### config.mk
export PLATFORM = sky130hd
export DESIGN_NAME = pevq_counter_qual
export DESIGN_NICKNAME = d
export VERILOG_FILES = /design/src/pevq_pkg.sv /design/src/pevq_counter_qual.sv
export SDC_FILE = /design/constraint.sdc
export NUM_CORES = 1
export LEC_CHECK = 0
export BUFFER_PORTS_ARGS = -buffer_cell sky130_fd_sc_hd__clkbuf_2
export CAP_MARGIN = 30
export CORE_MARGIN = 2
export CORE_UTILIZATION = 55
export DETAILED_ROUTE_END_ITERATION = 12
export PLACE_DENSITY_LB_ADDON = 0.1
export SYNTH_ARGS = -nofsm -noshare
export SYNTH_HDL_FRONTEND = slang
export SYNTH_SLANG_ARGS = --single-unit
export TNS_END_PERCENT = 30
### constraint.sdc
create_clock -name ref_clk_in -period 2.6 [get_ports ref_clk_in]
set_input_delay 0.13 -clock ref_clk_in [delete_from_list [all_inputs] [get_ports ref_clk_in]]
set_output_delay 0.13 -clock ref_clk_in [all_outputs]
set_load 0.02 [all_outputs]
### src/pevq_pkg.sv
// Package for the performance event qualification block.
// Assumes one processor clock; event sources are synchronous to it.
package pevq_pkg;

	// ----------------------------------------
	// Event selection codes
	// ----------------------------------------
	localparam logic [4:0] PEVQ_EV_EXT_INTV = 5'h0c;
	localparam logic [4:0] PEVQ_EV_EXT_INVAL = 5'h0d;
	localparam logic [4:0] PEVQ_EV_UNUSED = 5'h0e;
	localparam logic [4:0] PEVQ_EV_GRAD_INSN = 5'h0f;
	localparam logic [4:0] PEVQ_EV_PREF_EXEC = 5'h10;
	localparam logic [4:0] PEVQ_EV_PREF_MISS = 5'h11;
	localparam logic [4:0] PEVQ_EV_GRAD_LOAD = 5'h12;
	localparam logic [4:0] PEVQ_EV_GRAD_STORE = 5'h13;
	localparam logic [4:0] PEVQ_EV_GRAD_SC = 5'h14;
	localparam logic [4:0] PEVQ_EV_GRAD_FP = 5'h15;
	localparam logic [4:0] PEVQ_EV_QW_WB = 5'h16;
	localparam logic [4:0] PEVQ_EV_XLAT_MISS = 5'h17;
	localparam logic [4:0] PEVQ_EV_BR_MISP = 5'h18;
	localparam logic [4:0] PEVQ_EV_DC_MISS = 5'h19;
	localparam logic [4:0] PEVQ_EV_SC_MISS = 5'h1a;
	localparam logic [4:0] PEVQ_EV_WAY_MISP = 5'h1b;
	localparam logic [4:0] PEVQ_EV_INTV_STATE = 5'h1c;
	localparam logic [4:0] PEVQ_EV_INVAL_STATE = 5'h1d;
	localparam logic [4:0] PEVQ_EV_UPD_CLEAN = 5'h1e;
	localparam logic [4:0] PEVQ_EV_UPD_SHARED = 5'h1f;

	// ----------------------------------------
	// Sizes and encodings
	// ----------------------------------------
	localparam int PEVQ_ISSUE_W = 4;
	localparam int PEVQ_INC_W = 4;
	localparam int PEVQ_TABLE_ENTRIES = 5;
	localparam int PEVQ_TABLE_INTERNAL = 4;
	localparam logic [1:0] PEVQ_LINE_INVALID = 2'h0;
	localparam logic [1:0] PEVQ_LINE_SHARED = 2'h1;
	localparam logic [1:0] PEVQ_LINE_CLEAN_EXCL = 2'h2;
	localparam logic [1:0] PEVQ_LINE_DIRTY_EXCL = 2'h3;
	localparam logic [4:0] PEVQ_SEL_RST = 5'h00;
	localparam logic [3:0] PEVQ_INC_RST = 4'h0;

	// ----------------------------------------
	// Event source bundle
	// ----------------------------------------
	typedef struct packed {
		logic [PEVQ_ISSUE_W-1:0] done;
		logic [PEVQ_ISSUE_W-1:0] oldest;
		logic [PEVQ_ISSUE_W-1:0] is_muldiv;
		logic [PEVQ_ISSUE_W-1:0] is_load;
		logic [PEVQ_ISSUE_W-1:0] is_fp;
		logic [PEVQ_ISSUE_W-1:0] is_store;
		logic [PEVQ_ISSUE_W-1:0] is_sc;
		logic table_enter;
		logic table_enter_ext;
		logic table_enter_inval;
		logic pref_tag_check;
		logic pref_refill;
		logic qw_wb_valid;
		logic xlat_miss;
		logic br_restore;
		logic queue_enter;
		logic queue_enter_dcache;
		logic refill_sent;
		logic way_retry;
		logic way_retry_ifetch;
		logic intv_hit;
		logic inval_hit;
		logic [1:0] hit_state;
		logic upd_clean;
		logic upd_shared;
	} pevq_src_s;

endpackage

### src/pevq_counter_qual.sv
// Performance event qualification: turns event sources into a per-cycle counter increment.
// Assumes all sources are synchronous to ref_clk_in and that the counter adds inc_out each cycle.
`timescale 1ns/100ps

module pevq_counter_qual
	import pevq_pkg::*;
#(
	parameter int ISSUE_W = PEVQ_ISSUE_W
) (
	// Clock and reset
	input wire logic ref_clk_in,
	input wire logic rst_in,
	// Counter control
	input wire logic [4:0] event_sel_in,
	input wire logic negate_cond_in,
	// Event sources
	input wire pevq_src_s src_in,
	// Results
	output logic [PEVQ_INC_W-1:0] inc_out,
	output logic [1:0] line_state_out,
	output logic negate_eff_out,
	output logic [2:0] table_occupancy_out
);

	// ----------------------------------------
	// Graduation qualification
	// ----------------------------------------
	logic [ISSUE_W-1:0] grad;
	logic [PEVQ_INC_W-1:0] grad_cnt;
	logic [PEVQ_INC_W-1:0] load_cnt;
	logic [PEVQ_INC_W-1:0] fp_cnt;
	logic store_grad;
	logic sc_grad;

	// An op only graduates once done and oldest; speculative completions never count
	assign grad = src_in.done & src_in.oldest;

	// Per-slot sums of graduating instructions; a multiply/divide adds two to grad_cnt
	always_comb begin
		grad_cnt = '0;
		load_cnt = '0;
		fp_cnt = '0;
		for (int i = 0; i < ISSUE_W; i++) begin
			if (grad[i]) begin
				grad_cnt = grad_cnt + (src_in.is_muldiv[i] ? 4'h2 : 4'h1);
				load_cnt = load_cnt + {3'h0, src_in.is_load[i]};
				fp_cnt = fp_cnt + {3'h0, src_in.is_fp[i]};
			end
		end
	end

	assign store_grad = |(grad & src_in.is_store);
	assign sc_grad = |(grad & src_in.is_sc);

	// ----------------------------------------
	// Miss tracking table occupancy
	// ----------------------------------------
	logic [PEVQ_TABLE_INTERNAL-1:0] int_slot_r;
	logic ext_slot_r;
	logic ext_accept;

	// External requests only ever land in the reserved slot; a second one while full is dropped
	assign ext_accept = src_in.table_enter && src_in.table_enter_ext && !ext_slot_r;

	// Reserved external slot; the external sequencer frees it with a cycle that has table_enter_ext low
	always_ff @(posedge ref_clk_in or posedge rst_in) begin
		if (rst_in) begin
			ext_slot_r <= 1'b0;
		end else if (ext_accept) begin
			ext_slot_r <= 1'b1;
		end else if (!src_in.table_enter_ext) begin
			ext_slot_r <= 1'b0;
		end
	end

	// Internal slots track requests entering the queue, data-cache or not, up to four; refill dispatch frees one unless an entry is taken that cycle
	always_ff @(posedge ref_clk_in or posedge rst_in) begin
		if (rst_in) begin
			int_slot_r <= '0;
		end else if (src_in.queue_enter && !(&int_slot_r)) begin
			int_slot_r <= {int_slot_r[PEVQ_TABLE_INTERNAL-2:0], 1'b1};
		end else if (src_in.refill_sent) begin
			int_slot_r <= {1'b0, int_slot_r[PEVQ_TABLE_INTERNAL-1:1]};
		end
	end

	always_comb begin
		table_occupancy_out = {2'h0, ext_slot_r};
		for (int i = 0; i < PEVQ_TABLE_INTERNAL; i++) begin
			table_occupancy_out = table_occupancy_out + {2'h0, int_slot_r[i]};
		end
	end

	// ----------------------------------------
	// One-cycle-late event capture
	// ----------------------------------------
	logic [PEVQ_INC_W-1:0] grad_cnt_r;
	logic [PEVQ_INC_W-1:0] load_cnt_r;
	logic [PEVQ_INC_W-1:0] fp_cnt_r;
	logic store_r;
	logic sc_r;
	logic intv_r;
	logic inval_r;
	logic pref_r;
	logic pref_miss_r;
	logic xlat_r;
	logic br_r;
	logic dcq_r;
	logic refill_r;
	logic upd_clean_r;
	logic upd_shared_r;
	logic [1:0] intv_state_r;
	logic [1:0] inval_state_r;

	// Pipeline graduation counts so they are added the cycle after graduation
	always_ff @(posedge ref_clk_in or posedge rst_in) begin
		if (rst_in) begin
			grad_cnt_r <= PEVQ_INC_RST;
			load_cnt_r <= PEVQ_INC_RST;
			fp_cnt_r <= PEVQ_INC_RST;
			store_r <= 1'b0;
			sc_r <= 1'b0;
		end else begin
			grad_cnt_r <= grad_cnt;
			load_cnt_r <= load_cnt;
			fp_cnt_r <= fp_cnt;
			store_r <= store_grad;
			sc_r <= sc_grad;
		end
	end

	// Pipeline single-shot events; registering also cuts long paths from the caches
	always_ff @(posedge ref_clk_in or posedge rst_in) begin
		if (rst_in) begin
			intv_r <= 1'b0;
			inval_r <= 1'b0;
			pref_r <= 1'b0;
			pref_miss_r <= 1'b0;
			xlat_r <= 1'b0;
			br_r <= 1'b0;
			dcq_r <= 1'b0;
			refill_r <= 1'b0;
			upd_clean_r <= 1'b0;
			upd_shared_r <= 1'b0;
		end else begin
			intv_r <= ext_accept && !src_in.table_enter_inval;
			inval_r <= ext_accept && src_in.table_enter_inval;
			pref_r <= src_in.pref_tag_check;
			pref_miss_r <= src_in.pref_tag_check && src_in.pref_refill;
			xlat_r <= src_in.xlat_miss;
			br_r <= src_in.br_restore;
			dcq_r <= src_in.queue_enter && src_in.queue_enter_dcache;
			refill_r <= src_in.refill_sent;
			upd_clean_r <= src_in.upd_clean;
			upd_shared_r <= src_in.upd_shared;
		end
	end

	// Line state of a hit, held one cycle; a no-hit cycle shows invalid
	always_ff @(posedge ref_clk_in or posedge rst_in) begin
		if (rst_in) begin
			intv_state_r <= PEVQ_LINE_INVALID;
			inval_state_r <= PEVQ_LINE_INVALID;
		end else begin
			intv_state_r <= src_in.intv_hit ? src_in.hit_state : PEVQ_LINE_INVALID;
			inval_state_r <= src_in.inval_hit ? src_in.hit_state : PEVQ_LINE_INVALID;
		end
	end

	// ----------------------------------------
	// Increment select
	// ----------------------------------------
	logic state_sel;

	assign state_sel = (event_sel_in == PEVQ_EV_INTV_STATE) ||
		(event_sel_in == PEVQ_EV_INVAL_STATE);
	assign negate_eff_out = negate_cond_in ^ state_sel;

	// Combinational so the counter adds the value in the cycle it is chosen
	always_comb begin
		inc_out = '0;
		line_state_out = PEVQ_LINE_INVALID;
		case (event_sel_in)
			PEVQ_EV_EXT_INTV: inc_out = {3'h0, intv_r};
			PEVQ_EV_EXT_INVAL: inc_out = {3'h0, inval_r};
			PEVQ_EV_UNUSED: inc_out = '0;
			PEVQ_EV_GRAD_INSN: inc_out = grad_cnt_r;
			PEVQ_EV_PREF_EXEC: inc_out = {3'h0, pref_r};
			PEVQ_EV_PREF_MISS: inc_out = {3'h0, pref_miss_r};
			PEVQ_EV_GRAD_LOAD: inc_out = load_cnt_r;
			PEVQ_EV_GRAD_STORE: inc_out = {3'h0, store_r};
			PEVQ_EV_GRAD_SC: inc_out = {3'h0, sc_r};
			PEVQ_EV_GRAD_FP: inc_out = fp_cnt_r;
			PEVQ_EV_QW_WB: inc_out = {3'h0, src_in.qw_wb_valid};
			PEVQ_EV_XLAT_MISS: inc_out = {3'h0, xlat_r};
			PEVQ_EV_BR_MISP: inc_out = {3'h0, br_r};
			PEVQ_EV_DC_MISS: inc_out = {3'h0, dcq_r};
			PEVQ_EV_SC_MISS: inc_out = {3'h0, refill_r};
			PEVQ_EV_WAY_MISP: inc_out = {3'h0, src_in.way_retry && !src_in.way_retry_ifetch};
			PEVQ_EV_INTV_STATE: line_state_out = intv_state_r;
			PEVQ_EV_INVAL_STATE: line_state_out = inval_state_r;
			PEVQ_EV_UPD_CLEAN: inc_out = {3'h0, upd_clean_r};
			PEVQ_EV_UPD_SHARED: inc_out = {3'h0, upd_shared_r};
			default: inc_out = '0;
		endcase
	end

	// ----------------------------------------
	// Checks
	// ----------------------------------------
	property p_intv;
		@(posedge ref_clk_in) disable iff (rst_in)
		(ext_accept && !src_in.table_enter_inval && event_sel_in == PEVQ_EV_EXT_INTV)
		|=> (inc_out == 4'h1 || event_sel_in != PEVQ_EV_EXT_INTV);
	endproperty
	a_intv: assert property (p_intv) else $error("intervention not counted");

	property p_inval;
		@(posedge ref_clk_in) disable iff (rst_in)
		(ext_accept && src_in.table_enter_inval) ##1 (event_sel_in == PEVQ_EV_EXT_INVAL)
		|-> inc_out == 4'h1;
	endproperty
	a_inval: assert property (p_inval) else $error("invalidate not counted");

	property p_unused;
		@(posedge ref_clk_in) disable iff (rst_in)
		(event_sel_in == PEVQ_EV_UNUSED) |-> inc_out == 4'h0;
	endproperty
	a_unused: assert property (p_unused) else $error("unused event counted");

	property p_grad;
		@(posedge ref_clk_in) disable iff (rst_in)
		##1 (event_sel_in == PEVQ_EV_GRAD_INSN) |-> inc_out == $past(grad_cnt);
	endproperty
	a_grad: assert property (p_grad) else $error("graduation count wrong");

	property p_load_max;
		@(posedge ref_clk_in) disable iff (rst_in)
		(event_sel_in == PEVQ_EV_GRAD_LOAD) |-> inc_out <= 4'h4;
	endproperty
	a_load_max: assert property (p_load_max) else $error("load increment above four");

	property p_pref_miss;
		@(posedge ref_clk_in) disable iff (rst_in)
		(event_sel_in == PEVQ_EV_PREF_MISS && inc_out != 4'h0) |->
		$past(src_in.pref_tag_check) && $past(src_in.pref_refill);
	endproperty
	a_pref_miss: assert property (p_pref_miss) else $error("prefetch miss without cause");

	property p_state;
		@(posedge ref_clk_in) disable iff (rst_in)
		src_in.intv_hit ##1 (event_sel_in == PEVQ_EV_INTV_STATE) |->
		line_state_out == $past(src_in.hit_state);
	endproperty
	a_state: assert property (p_state) else $error("intervention state wrong");

	property p_negate;
		@(posedge ref_clk_in) disable iff (rst_in)
		(event_sel_in == PEVQ_EV_INVAL_STATE) |-> negate_eff_out != negate_cond_in;
	endproperty
	a_negate: assert property (p_negate) else $error("negation not inverted");

	property p_occ;
		@(posedge ref_clk_in) disable iff (rst_in)
		table_occupancy_out <= 3'h5;
	endproperty
	a_occ: assert property (p_occ) else $error("table over five entries");

	property p_pref_exec;
		@(posedge ref_clk_in) disable iff (rst_in)
		src_in.pref_tag_check ##1 (event_sel_in == PEVQ_EV_PREF_EXEC) |-> inc_out == 4'h1;
	endproperty
	a_pref_exec: assert property (p_pref_exec) else $error("prefetch check not counted");

	// Judged from the raw slot bits so a broken capture path cannot hide behind itself
	property p_store;
		@(posedge ref_clk_in) disable iff (rst_in)
		(|(src_in.done & src_in.oldest & src_in.is_store)) ##1
		(event_sel_in == PEVQ_EV_GRAD_STORE) |-> inc_out == 4'h1;
	endproperty
	a_store: assert property (p_store) else $error("graduated store not counted");

	property p_sc;
		@(posedge ref_clk_in) disable iff (rst_in)
		(|(src_in.done & src_in.oldest & src_in.is_sc)) ##1
		(event_sel_in == PEVQ_EV_GRAD_SC) |-> inc_out == 4'h1;
	endproperty
	a_sc: assert property (p_sc) else $error("store-conditional not counted");

	property p_fp_max;
		@(posedge ref_clk_in) disable iff (rst_in)
		(event_sel_in == PEVQ_EV_GRAD_FP) |-> inc_out <= 4'h4;
	endproperty
	a_fp_max: assert property (p_fp_max) else $error("fp increment above four");

	property p_qw;
		@(posedge ref_clk_in) disable iff (rst_in)
		(event_sel_in == PEVQ_EV_QW_WB && src_in.qw_wb_valid) |-> inc_out == 4'h1;
	endproperty
	a_qw: assert property (p_qw) else $error("quadword writeback not counted");

	property p_xlat;
		@(posedge ref_clk_in) disable iff (rst_in)
		src_in.xlat_miss ##1 (event_sel_in == PEVQ_EV_XLAT_MISS) |-> inc_out == 4'h1;
	endproperty
	a_xlat: assert property (p_xlat) else $error("translation miss not counted");

	property p_br;
		@(posedge ref_clk_in) disable iff (rst_in)
		src_in.br_restore ##1 (event_sel_in == PEVQ_EV_BR_MISP) |-> inc_out == 4'h1;
	endproperty
	a_br: assert property (p_br) else $error("branch restore not counted");

	property p_way;
		@(posedge ref_clk_in) disable iff (rst_in)
		(event_sel_in == PEVQ_EV_WAY_MISP && src_in.way_retry &&
		!src_in.way_retry_ifetch) |-> inc_out == 4'h1;
	endproperty
	a_way: assert property (p_way) else $error("way retry not counted");

	property p_inval_state;
		@(posedge ref_clk_in) disable iff (rst_in)
		src_in.inval_hit ##1 (event_sel_in == PEVQ_EV_INVAL_STATE) |->
		line_state_out == $past(src_in.hit_state);
	endproperty
	a_inval_state: assert property (p_inval_state) else $error("invalidate state wrong");

	c_grad4: cover property (@(posedge ref_clk_in) disable iff (rst_in) grad_cnt_r == 4'h8);
	c_dirty: cover property (@(posedge ref_clk_in) disable iff (rst_in)
		intv_state_r == PEVQ_LINE_DIRTY_EXCL);
	c_full: cover property (@(posedge ref_clk_in) disable iff (rst_in)
		table_occupancy_out == 3'h5);

endmodule // pevq_counter_qual

# After elaboration in Yosys (flattened, before gate mapping)
# Cells that the tools add are included.
# Widths: inputs -> output; s select.
# word_totals
inputBits	55
reg_bits	33
word_cells	97
# classes
add_sub_neg	13
mux	24
n_reduce_logical	17
eq_ne	20
n_bitwise	4
# ops
cell	count
$eq 5x5->1 const B	16
$pmux 4 s17	1
$mux 4	11
$add 4x1->4	6
$eq 5x4->1 const B	3
$mux 2	7
$add 4x2->4	3
$and 4x4->4	3
$logic_and 1x1->1	8
$reduce_or 4->1	2
$add 3x1->3	2
$logic_not 1->1	4
$mux 1	4
$pmux 2 s2	1
$reduce_and 4->1	1
$add 2x1->3	1
$add 1x1->2	1
$ne 2x1->1 const B	1
$reduce_bool 2->1	1
$logic_or 1x1->1	1
$xor 1x1->1	1

# Depth between registers and ports, before layout
# Gate-level depths: netlist of run 1.
# logic_depth
ltp_word	8
depth_mapped	15
ltp_nobuf	15

# Worst setup path after synthesis of run 1
# Ideal clock, no wire load.
# synth_timing
kind	input to register
from	input src_in[43] (netlist bit)
to	register grad_cnt_r[3]
path_stages	13
path_slack_ps	-35
required_time_ps	2480
path_buffers	0
setup_ps	120
arrival_ps	2515
cell_sequence	nand2_1 nor2_1 ha_1 fa_1 mux2_2 inv_1 fa_1 nand2_1 o21a_1 ha_1 a21oi_1 o21ai_0 a41o_1
# synth_via
elab_chain_cells	8
# synth_rtl
item	line_no	source
from (decl)	pevq_counter_qual.sv:17	input wire pevq_src_s src_in,
$and 4x4->4 *	pevq_counter_qual.sv:36	assign grad = src_in.done & src_in.oldest;
$mux 2 *	pevq_counter_qual.sv:44	if (grad[i]) begin
$add 4x2->4	pevq_counter_qual.sv:45	grad_cnt = grad_cnt + (src_in.is_muldiv[i] ? 4'h2 : 4'h1);
$mux 4 *	pevq_counter_qual.sv:44	
$add 4x2->4	pevq_counter_qual.sv:45	
$mux 4 *	pevq_counter_qual.sv:44	
$add 4x2->4	pevq_counter_qual.sv:45	
$mux 4 *	pevq_counter_qual.sv:44	
named net grad_cnt[3]	pevq_counter_qual.sv:29	logic [PEVQ_INC_W-1:0] grad_cnt;
to (signal assigned)	pevq_counter_qual.sv:124	grad_cnt_r <= grad_cnt;
to (decl)	pevq_counter_qual.sv:97	logic [PEVQ_INC_W-1:0] grad_cnt_r;
# The timed path passes the listed nets; every way through them passes the cells marked *.
# A chain may end at the register's enable or synchronous reset.

# Worst setup path in the final report of run 1
# layout_timing
from	input src_in[39] (netlist bit)
to	register grad_cnt_r[3]
# The elaborated chain is that of the path after synthesis.

==> impl_metrics.yaml, run 1 <==
run_status:
  outcome: "finished clean"
worst_setup_path:
  cp.arrival_ps: 2720
  crit_chain: "buf_8 -> nand2_4 -> nor2_2 -> ha_2 -> fa_1 -> mux2_4 -> inv_2 -> fa_1 -> nand2_1 -> o21a_1 -> ha_1 -> a21oi_2 -> o21ai_1 -> a41o_1"
  crit_slowest_cell: "fa_1"
  crit_fanout: 3
  regToRegSetupSlack_ps: 1390
  start_kind: "primary input"
  worst_ep_required_time_ps: 2760
  end_kind: "flop"
  cpPeakStageDelay_ps: 460
  worstSetupPathType: "primary input to flop"
  cp_num_buf_inv: 2
  cp_common_cell: "fa_1"
  cp_top_family: "adder cells"
die:
  dieArea_mm2: 0.00428
  rows: 22
  initial_core_util_pct: 57.1
  coreArea_mm2: 0.00363
  io_pins: 65
  die_w_um: 65.4
  die_h_um: 65.4
global_routing:
  antenna_found_initial: 0
  grt_usage_pct: 21.0
  grt_first_pass_wirelength_mm: 6.85
  overflow: 0
  grt_max_degree: 26
  grt_pass1_vias: 1633
final_layout:
  syn2layout_area_growth_pct: 30.0
  fin_util_pct: 74.2
  antennaDiodeCount: 0
  finalInstanceArea_mm2: 0.00270
  final_nets: 360
  final_cell_mix: "62 x clkbuf_2, 33 x nand2_1, 33 x dfrtp_1"
  drive_gt1_share_pct: 35.2
  n_fill_cell: 272
  final_common_cell: "clkbuf_2"
placement:
  placed_area_mm2: 0.00249
  globalplace.congestion: 0.758
  port_buffers: 64
  dp_hpwl_mm: 3.22
sta:
  finalHoldViolations: 0
  min_period_ps: 2560
  post-route-period-util_pct: 98.4
  maxSlewHeadroom_pct: 43.2
  worst_pin_slew_ps: 851
  setup_viol: 0
  final.setup_skew_ps: 0.282
  max_freq_ghz: 0.391
  finalMaxSlewViolations: 0
  rsz0062_at_grt: "true"
clocking:
  cts_buffer_depth: 2
  tritoncts: "built"
  cts_buffers: 5
  htreeDepth: 2
  clock_latency_ps: 280
  cts_sinks: 33
  path_clk_slew_ps: 70
  cts_root_buffer: "clkbuf_8"
power:
  p_comb_share_pct: 31.2
  pwr-share-seq_pct: 38.4
  power_mw: 1.60
  p_int_mw: 1.10
  p_sw_share_pct: 31.1
  power.share.clock_pct: 30.4
  p_sw_mw: 0.498
  p_leak_nw: 1.41
  power_density_mw_per_mm2: 593
  ir_drop_mv: 0.585
synthesis:
  synth_seq_cells: 33
  synthFlopType: "dfrtp_1"
  ys_types: 40
  async_flop_share_pct: 100
  synth_area_mm2: 0.00208
  synth_area_per_cell_um2: 10.2
  synth_nets: 281
  yosys_warnings: 0
  synth_cells: 204
  synth-edff-count: 0
  yosysSeqAreaShare_pct: 39.8
detailed_routing:
  wire_per_inst_um: 12.2
  drcViolationCount: 0
  firstDrtPassIters: 4
  num_vias: 1730
  ant_nets: 0
  wl_mm: 4.05
  viasPerCell: 5.21
  drtIter0Drc: 81
run:
  cap_viol_max_count: 0
hold_path:
  hold_class: "primary input to asynchronous set/reset pin"
==> Yosys cell counts, types with 6 or more instances <==
cell type | instances | area share [%]
nor2_1 | 11 | 2.0
mux2_4 | 6 | 4.3
ha_1 | 17 | 10
inv_1 | 8 | 1.4
and2_1 | 8 | 2.4
a21oi_1 | 6 | 1.4
dfrtp_1 | 33 | 40
nand3_1 | 6 | 1.4
nand2_1 | 34 | 6.1
a22oi_1 | 6 | 2.2
mux2i_1 | 10 | 4.8
==> final cells by class <==
cell class                      instances  area [um^2]  area share [%]
Clock buffer                            7         86.3            3.20
Tap cell                               48         60.1            2.23
Clock inverter                          1         30.0            1.11
Sequential cell                        33          826            30.6
Multi-Input combinational cell        156         1200            44.6
Timing Repair Buffer                   79          462            17.1
Inverter                                8         30.0            1.11
==> power by group through the flow <==
stage          clock [mW]  combinational (mW)  sequential [mW]
2_1_floorplan           0               0.356            0.612
3_3_place_gp            0               0.469            0.622
3_5_place_dp            0               0.490            0.625
4_1_cts             0.495               0.499            0.615
5_1_grt             0.520               0.565            0.624
6_report            0.487               0.499            0.615
==> path summary, 6_finish.rpt <==
kind,from,end,depth (start not counted)
worst max-delay path,src_in[39],grad_cnt_r[3],14
worst min-delay path,rst_in,pref_miss_r,2
worst max register to register,int_slot_r[0],int_slot_r[3],5
worst min register to register,ext_slot_r,inval_r,1
max in group asynchronous,rst_in,grad_cnt_r[3],3
min in group ref_clk_in,src_in[16],intv_r,2
==> state kept, by name, indices dropped and copies added (netlist names), 2 cells and up <==
signal / count
intv_state_r: 2
load_cnt_r: 4
fp_cnt_r: 4
inval_state_r: 2
int_slot_r: 4
grad_cnt_r: 4
==> cell families after synthesis <==
kind of cell | count (synthesis) | share of synthesized area (%)
muxes | 21 | 11.9
xor gates and xnor gates | 5 | 2.11
DFF | 33 | 39.8
buffers and inverters | 15 | 3.19
and+or+nand+nor | 81 | 19.2
AOI/OAI and AO/OA | 27 | 8.80
adders and majority gates | 22 | 15.1
==> worst reg2reg max path, delay by kind of cell (launching register included) <==
| family | cells | cell delay [ps] |
|---|---|---|
| flip-flops | 1 | 430 |
| AND/OR/NAND/NOR | 3 | 350 |
| adder cells (fa/ha/maj) | 1 | 210 |
| AO/OA/AOI/OAI | 1 | 90 |
==> routing by layer <==
layer  track usage (%)  routed length, um
met1              27.0               1740
met4              5.47                 40
met5                 0                  0
met2              36.1               2010
met3              4.45                255
==> stage by stage <==
step           worst slack (ps)  TNS, ps  hold slack (ps)  cells
3_3_place_gp               -187     -406              239    318
5_1_grt                    -137     -210             17.0    332
6_report                   41.2        0            0.659    332
3_5_place_dp               -262     -585              246    318
2_1_floorplan             0.276        0              161    204
4_1_cts                    33.7        0             17.2    331
==> what timing repair did <==
action / 4_1_cts / 5_1_grt
gates resized for setup: 0 / 11
endpoints found under the hold margin: 5 / 0
setup endpoints to repair: 0 / 2
setup buffers: 0 / 1
hold buffers: 5 / 0
(Power assumes the default switching activity.)
==> run 2, diff against run 1 <==
--- a/config.mk
+++ b/config.mk
@@ -5,11 +5,11 @@
 export SDC_FILE = /design/constraint.sdc
 export NUM_CORES = 1
 export LEC_CHECK = 0
-export BUFFER_PORTS_ARGS = -buffer_cell sky130_fd_sc_hd__clkbuf_2
 export CAP_MARGIN = 30
 export CORE_MARGIN = 2
-export CORE_UTILIZATION = 55
+export CORE_UTILIZATION = 60
 export DETAILED_ROUTE_END_ITERATION = 12
+export DONT_BUFFER_PORTS = 1
 export PLACE_DENSITY_LB_ADDON = 0.1
 export SYNTH_ARGS = -nofsm -noshare
 export SYNTH_HDL_FRONTEND = slang
==> run 2 against run 1 <==
Sequential power about the same. Power decreased by 17%. Critical path type unchanged. Clock skew about the same. Sequential cell count unchanged. Core utilization decreased by 0.60 points. Final area decreased by 8.9%. Clock power decreased by 44%. Non-clock buffer count decreased by 48.
==> impl_metrics.yaml, run 2 (synthesized netlist as in run 1, its figures left out) <==
detailed_routing:
  wire_per_inst_um: 15.3
  firstDrtPassIters: 4
  drcViolationCount: 0
  wl_mm: 4.31
  drtIter0Drc: 78
  num_vias: 1598
  viasPerCell: 5.67
  ant_nets: 0
global_routing:
  antenna_found_initial: 0
  overflow: 0
  grt_usage_pct: 24.5
  grt_first_pass_wirelength_mm: 7.52
  grt_max_degree: 23
  grt_pass1_vias: 1727
sta:
  finalMaxSlewViolations: 0
  finalHoldViolations: 0
  rsz0062_at_grt: "false"
  maxSlewHeadroom_pct: 47.8
  min_period_ps: 2450
  post-route-period-util_pct: 94.4
  max_freq_ghz: 0.407
  setup_viol: 0
  worst_pin_slew_ps: 783
  finalWorstSetupSlack_ps: 146
  tns_ps: 0
  final.setup_skew_ps: 0.636
die:
  dieArea_mm2: 0.00395
  die_w_um: 62.8
  io_pins: 65
  die_h_um: 62.8
  rows: 21
  initial_core_util_pct: 62.2
  coreArea_mm2: 0.00334
final_layout:
  final_nets: 312
  fin_util_pct: 73.6
  antennaDiodeCount: 0
  final_common_cell: "nand2_1"
  final_cell_mix: "34 x nand2_1, 33 x dfrtp_1, 26 x dlygate4sd3_1"
  syn2layout_area_growth_pct: 18.4
  drive_gt1_share_pct: 11.9
  finalInstanceArea_mm2: 0.00246
run:
  cap_viol_max_count: 0
worst_setup_path:
  cp.arrival_ps: 2660
  rr_startpoint: "ext_slot_r"
  worstSetupPathType: "primary input to flop"
  worst_ep_required_time_ps: 2810
  end_kind: "flop"
  crit_fanout: 6
  start_kind: "primary input"
  crit_start: "src_in[43]"
hold_path:
  hold_start: "src_in[8]"
  hold_class: "primary input to flop"
clocking:
  cts_sinks: 33
  cts_resized: 0
  postCtsSetupBuffers: 0
  cts_buffer_depth: 2
  cts_root_buffer: "clkbuf_4"
  path_clk_slew_ps: 110
  htreeDepth: 2
  tritoncts: "built"
  cts_buffers: 5
  clock_latency_ps: 330
run_status:
  outcome: "finished clean"
placement:
  port_buffers: 0
  placed_area_mm2: 0.00214
  dp_hpwl_mm: 3.16
  preCtsSetupSlack_ps: -186
  globalplace.congestion: 0.799
power:
  ir_drop_mv: 0.432
  p_leak_nw: 1.17
  power_density_mw_per_mm2: 539
[run 2: changes by cell type in the layout (fill, tap and decap cells not counted), moves of 2 or more]
cell,before,now
clkbuf_2,62,0
dlygate4sd3_1,5,26
clkbuf_8,6,0
buf_4,10,5
clkbuf_4,0,5
clkinv_2,0,2
[run 2: worst paths after layout]
path,to,slack (ps),depth (start not counted)
setup / recovery,grad_cnt_r[3],150,13
hold / removal,int_slot_r[2],30,2
setup reg to reg,ext_slot_r,1300,2
hold reg to reg,inval_r,550,1
max in group asynchronous,grad_cnt_r[3],1600,3
min in group asynchronous,load_cnt_r[2],370,2
[run 2: critical path, cell delays in order]
cell and delay [ps]:
nand2_1 70, nor2_1 50, ha_1 190, fa_1 430, mux2_4 270, inv_1 70
fa_1 410, nand2_1 70, o21a_1 190, ha_1 260, a21oi_2 190, o21ai_1 90
a41o_1 260
[run 2: report_power, final]
part / total, mW / switching (mW) / internal, mW / leakage, nW
registers: 0.613 / 0.0471 / 0.566 / 0.412
clock network: 0.275 / 0.173 / 0.102 / 0.0310
logic: 0.436 / 0.239 / 0.198 / 0.729
total: 1.32 / 0.459 / 0.866 / 1.17
[run 2: through the flow]
| stage | hold WS, ps | total power [mW] | cells |
|---|---|---|---|
| after global routing | 43.7 | 1.41 | 282 |
| after global placement | 161 | 1.01 | 248 |
| final | 29.9 | 1.32 | 282 |
| after floorplan | 161 | 0.968 | 204 |
| after CTS | 33.0 | 1.33 | 282 |
| after detailed placement | 161 | 1.03 | 248 |
[run 2: routing by layer]
layer	global-route usage, %	vias up	wire length [um]
li1	-	778	-
met1	26.8	762	1670
met2	44.9	50	2240
met3	7.57	8	326
met4	8.33	0	66
met5	0	-	0
[run 2: what timing repair did]
action	4_1_cts	5_1_grt
hold buffers	26	0
hold endpoints to repair	39	0
endpoints found under the setup margin	0	0
[run 2: cell type report]
cell class,count,area [um^2]
clock buffers,5,37.5
clock inverters,3,17.5
fillers,254,880
inverters,8,30.0
multi-input cells,156,1190
flip-flops and latches,33,826
well taps,46,57.6
repair buffers,31,298
==> run 3, diff against run 2 <==
--- a/config.mk
+++ b/config.mk
@@ -11,6 +11,7 @@
 export DETAILED_ROUTE_END_ITERATION = 12
 export DONT_BUFFER_PORTS = 1
 export PLACE_DENSITY_LB_ADDON = 0.1
+export SETUP_SLACK_MARGIN = 0.4
 export SYNTH_ARGS = -nofsm -noshare
 export SYNTH_HDL_FRONTEND = slang
 export SYNTH_SLANG_ARGS = --single-unit
==> run 3 against run 2 <==
Highest routed layer unchanged. Clock power shrank 4%. Die area unchanged. Sequential power hardly changed.
==> impl_metrics.yaml, run 3 (synthesized netlist as in run 1, its figures left out) <==
detailed_routing:
  firstDrtPassIters: 5
  num_vias: 1647
  drtIter0Drc: 114
  viasPerCell: 5.82
  wl_met1_mm: 1.76
  top_layer: "met4"
  dr_wl_met2_mm: 2.42
  wl_mm: 4.50
  wire_per_inst_um: 15.9
  drcViolationCount: 0
  ant_nets: 0
  wl_met3_um: 286
placement:
  port_buffers: 0
  place_inst: 248
  placed_area_mm2: 0.00214
  globalplace.congestion: 0.799
  dp_hpwl_mm: 3.15
hold_path:
  hold-path-endpoint: "int_slot_r[2]"
  hold_start: "src_in[8]"
  hold_class: "primary input to flop"
  holdPathStages: 2
sta:
  max_freq_ghz: 0.415
  post-route-period-util_pct: 92.8
  finalMaxSlewViolations: 0
  setup_viol: 0
  finalHoldViolations: 0
  min_period_ps: 2410
  worst_pin_slew_ps: 789
  final.setup_skew_ps: 5.34
  rsz0062_at_grt: "true"
  maxSlewHeadroom_pct: 47.3
clocking:
  tritoncts: "built"
  cts_root_buffer: "clkbuf_4"
  clock_latency_ps: 320
  htreeDepth: 2
  cts_sinks: 33
  cts_buffer_depth: 2
  path_clk_slew_ps: 100
  cts_buffers: 5
final_layout:
  regArea_um2: 826
  multi_input_area_mm2: 0.00120
  syn2layout_area_growth_pct: 19.1
  n_fill_cell: 236
  finalInstanceArea_mm2: 0.00247
  stdcell_count: 283
  final_nets: 313
  drive_gt1_share_pct: 13.9
  antennaDiodeCount: 0
  final_cell_mix: "33 x nand2_1, 33 x dfrtp_1, 25 x dlygate4sd3_1"
die:
  die_h_um: 62.8
  io_pins: 65
  initial_core_util_pct: 62.2
  coreArea_mm2: 0.00334
  dieArea_mm2: 0.00395
  die_w_um: 62.8
  rows: 21
global_routing:
  antenna_found_initial: 0
  grt_first_pass_wirelength_mm: 7.78
  grt_max_degree: 23
  overflow: 0
  grt_usage_pct: 25.1
  grt_pass1_vias: 1757
worst_setup_path:
  worstReg2RegEnd: "intv_r"
  crit_chain: "nand2_1 -> nor2_1 -> ha_1 -> fa_1 -> mux2_4 -> inv_2 -> fa_1 -> nand2_1 -> o21a_1 -> buf_4 -> fa_1 -> mux2_2"
  crit_slowest_cell: "fa_1"
  worst_ep_required_time_ps: 2810
  cp.arrival_ps: 2620
  r2r_cells: 2
  cpPeakStageDelay_ps: 430
  start_kind: "primary input"
  cp_top_family: "adder cells"
  cp_num_buf_inv: 2
  regToRegSetupSlack_ps: 1260
  cp_common_cell: "fa_1"
  crit_fanout: 6
  rr_startpoint: "ext_slot_r"
  worstSetupPathType: "primary input to flop"
  end_kind: "flop"
power:
  p_leak_nw: 1.19
  power_density_mw_per_mm2: 537
  ir_drop_mv: 0.389
run:
  cap_viol_max_count: 0
run_status:
  outcome: "finished clean"
## run 3: worst max-delay path by stage
| stage | start | to | slack (ps) | cells past startpoint |
|---|---|---|---|---|
| final | src_in[43] | grad_cnt_r[1] | 190 | 12 |
| after floorplan | src_in[43] | grad_cnt_r[3] | 10 | 13 |
| after global placement | src_in[43] | grad_cnt_r[3] | -40 | 13 |
| after global routing | src_in[43] | grad_cnt_r[2] | 80 | 14 |
| after detailed placement | src_in[43] | grad_cnt_r[3] | -160 | 13 |
| after CTS | src_in[43] | grad_cnt_r[3] | 180 | 13 |
## run 3: layout make-up
type / instances / area share, %
Timing Repair Buffer: 32 / 12.2
Multi-Input combinational cell: 156 / 48.6
Clock buffer: 5 / 1.52
Inverter: 8 / 1.21
Clock inverter: 3 / 0.709
Sequential cell: 33 / 33.4
Tap cell: 46 / 2.33
## run 3: through the flow
step | util [%] | hold WS (ps) | worst slack, ps | power [mW] | setup TNS (ps)
finish | 74.1 | 54.1 | 188 | 1.33 | 0
global route | 74.1 | 56.9 | 76.8 | 1.41 | 0
CTS | 73.3 | 53.9 | 184 | 1.32 | 0
detailed placement | 64.2 | 161 | -163 | 1.03 | -248
global placement | 64.2 | 161 | -43.8 | 1.01 | -43.9
floorplan | - | 161 | 11.9 | 0.968 | 0
## run 3: metal layers
metal	GRT usage, %	up-vias
li1	-	784
met3	6.49	4
met2	46.8	57
met5	0	-
met4	6.67	0
met1	28.2	802
## run 3: where the power goes
group / switching, mW / internal, mW / total [mW]
sequential: 0.0501 / 0.566 / 0.616
combinational: 0.244 / 0.203 / 0.446
clock: 0.163 / 0.102 / 0.265
total: 0.457 / 0.871 / 1.33
## run 3: what timing repair did
action / in CTS / in global routing
pin swaps: 3 / 2
endpoints found under the setup margin: 3 / 4
endpoints found under the hold margin: 39 / 0
hold buffers: 25 / 0
buffers inserted: 0 / 2
gates resized for setup: 0 / 2
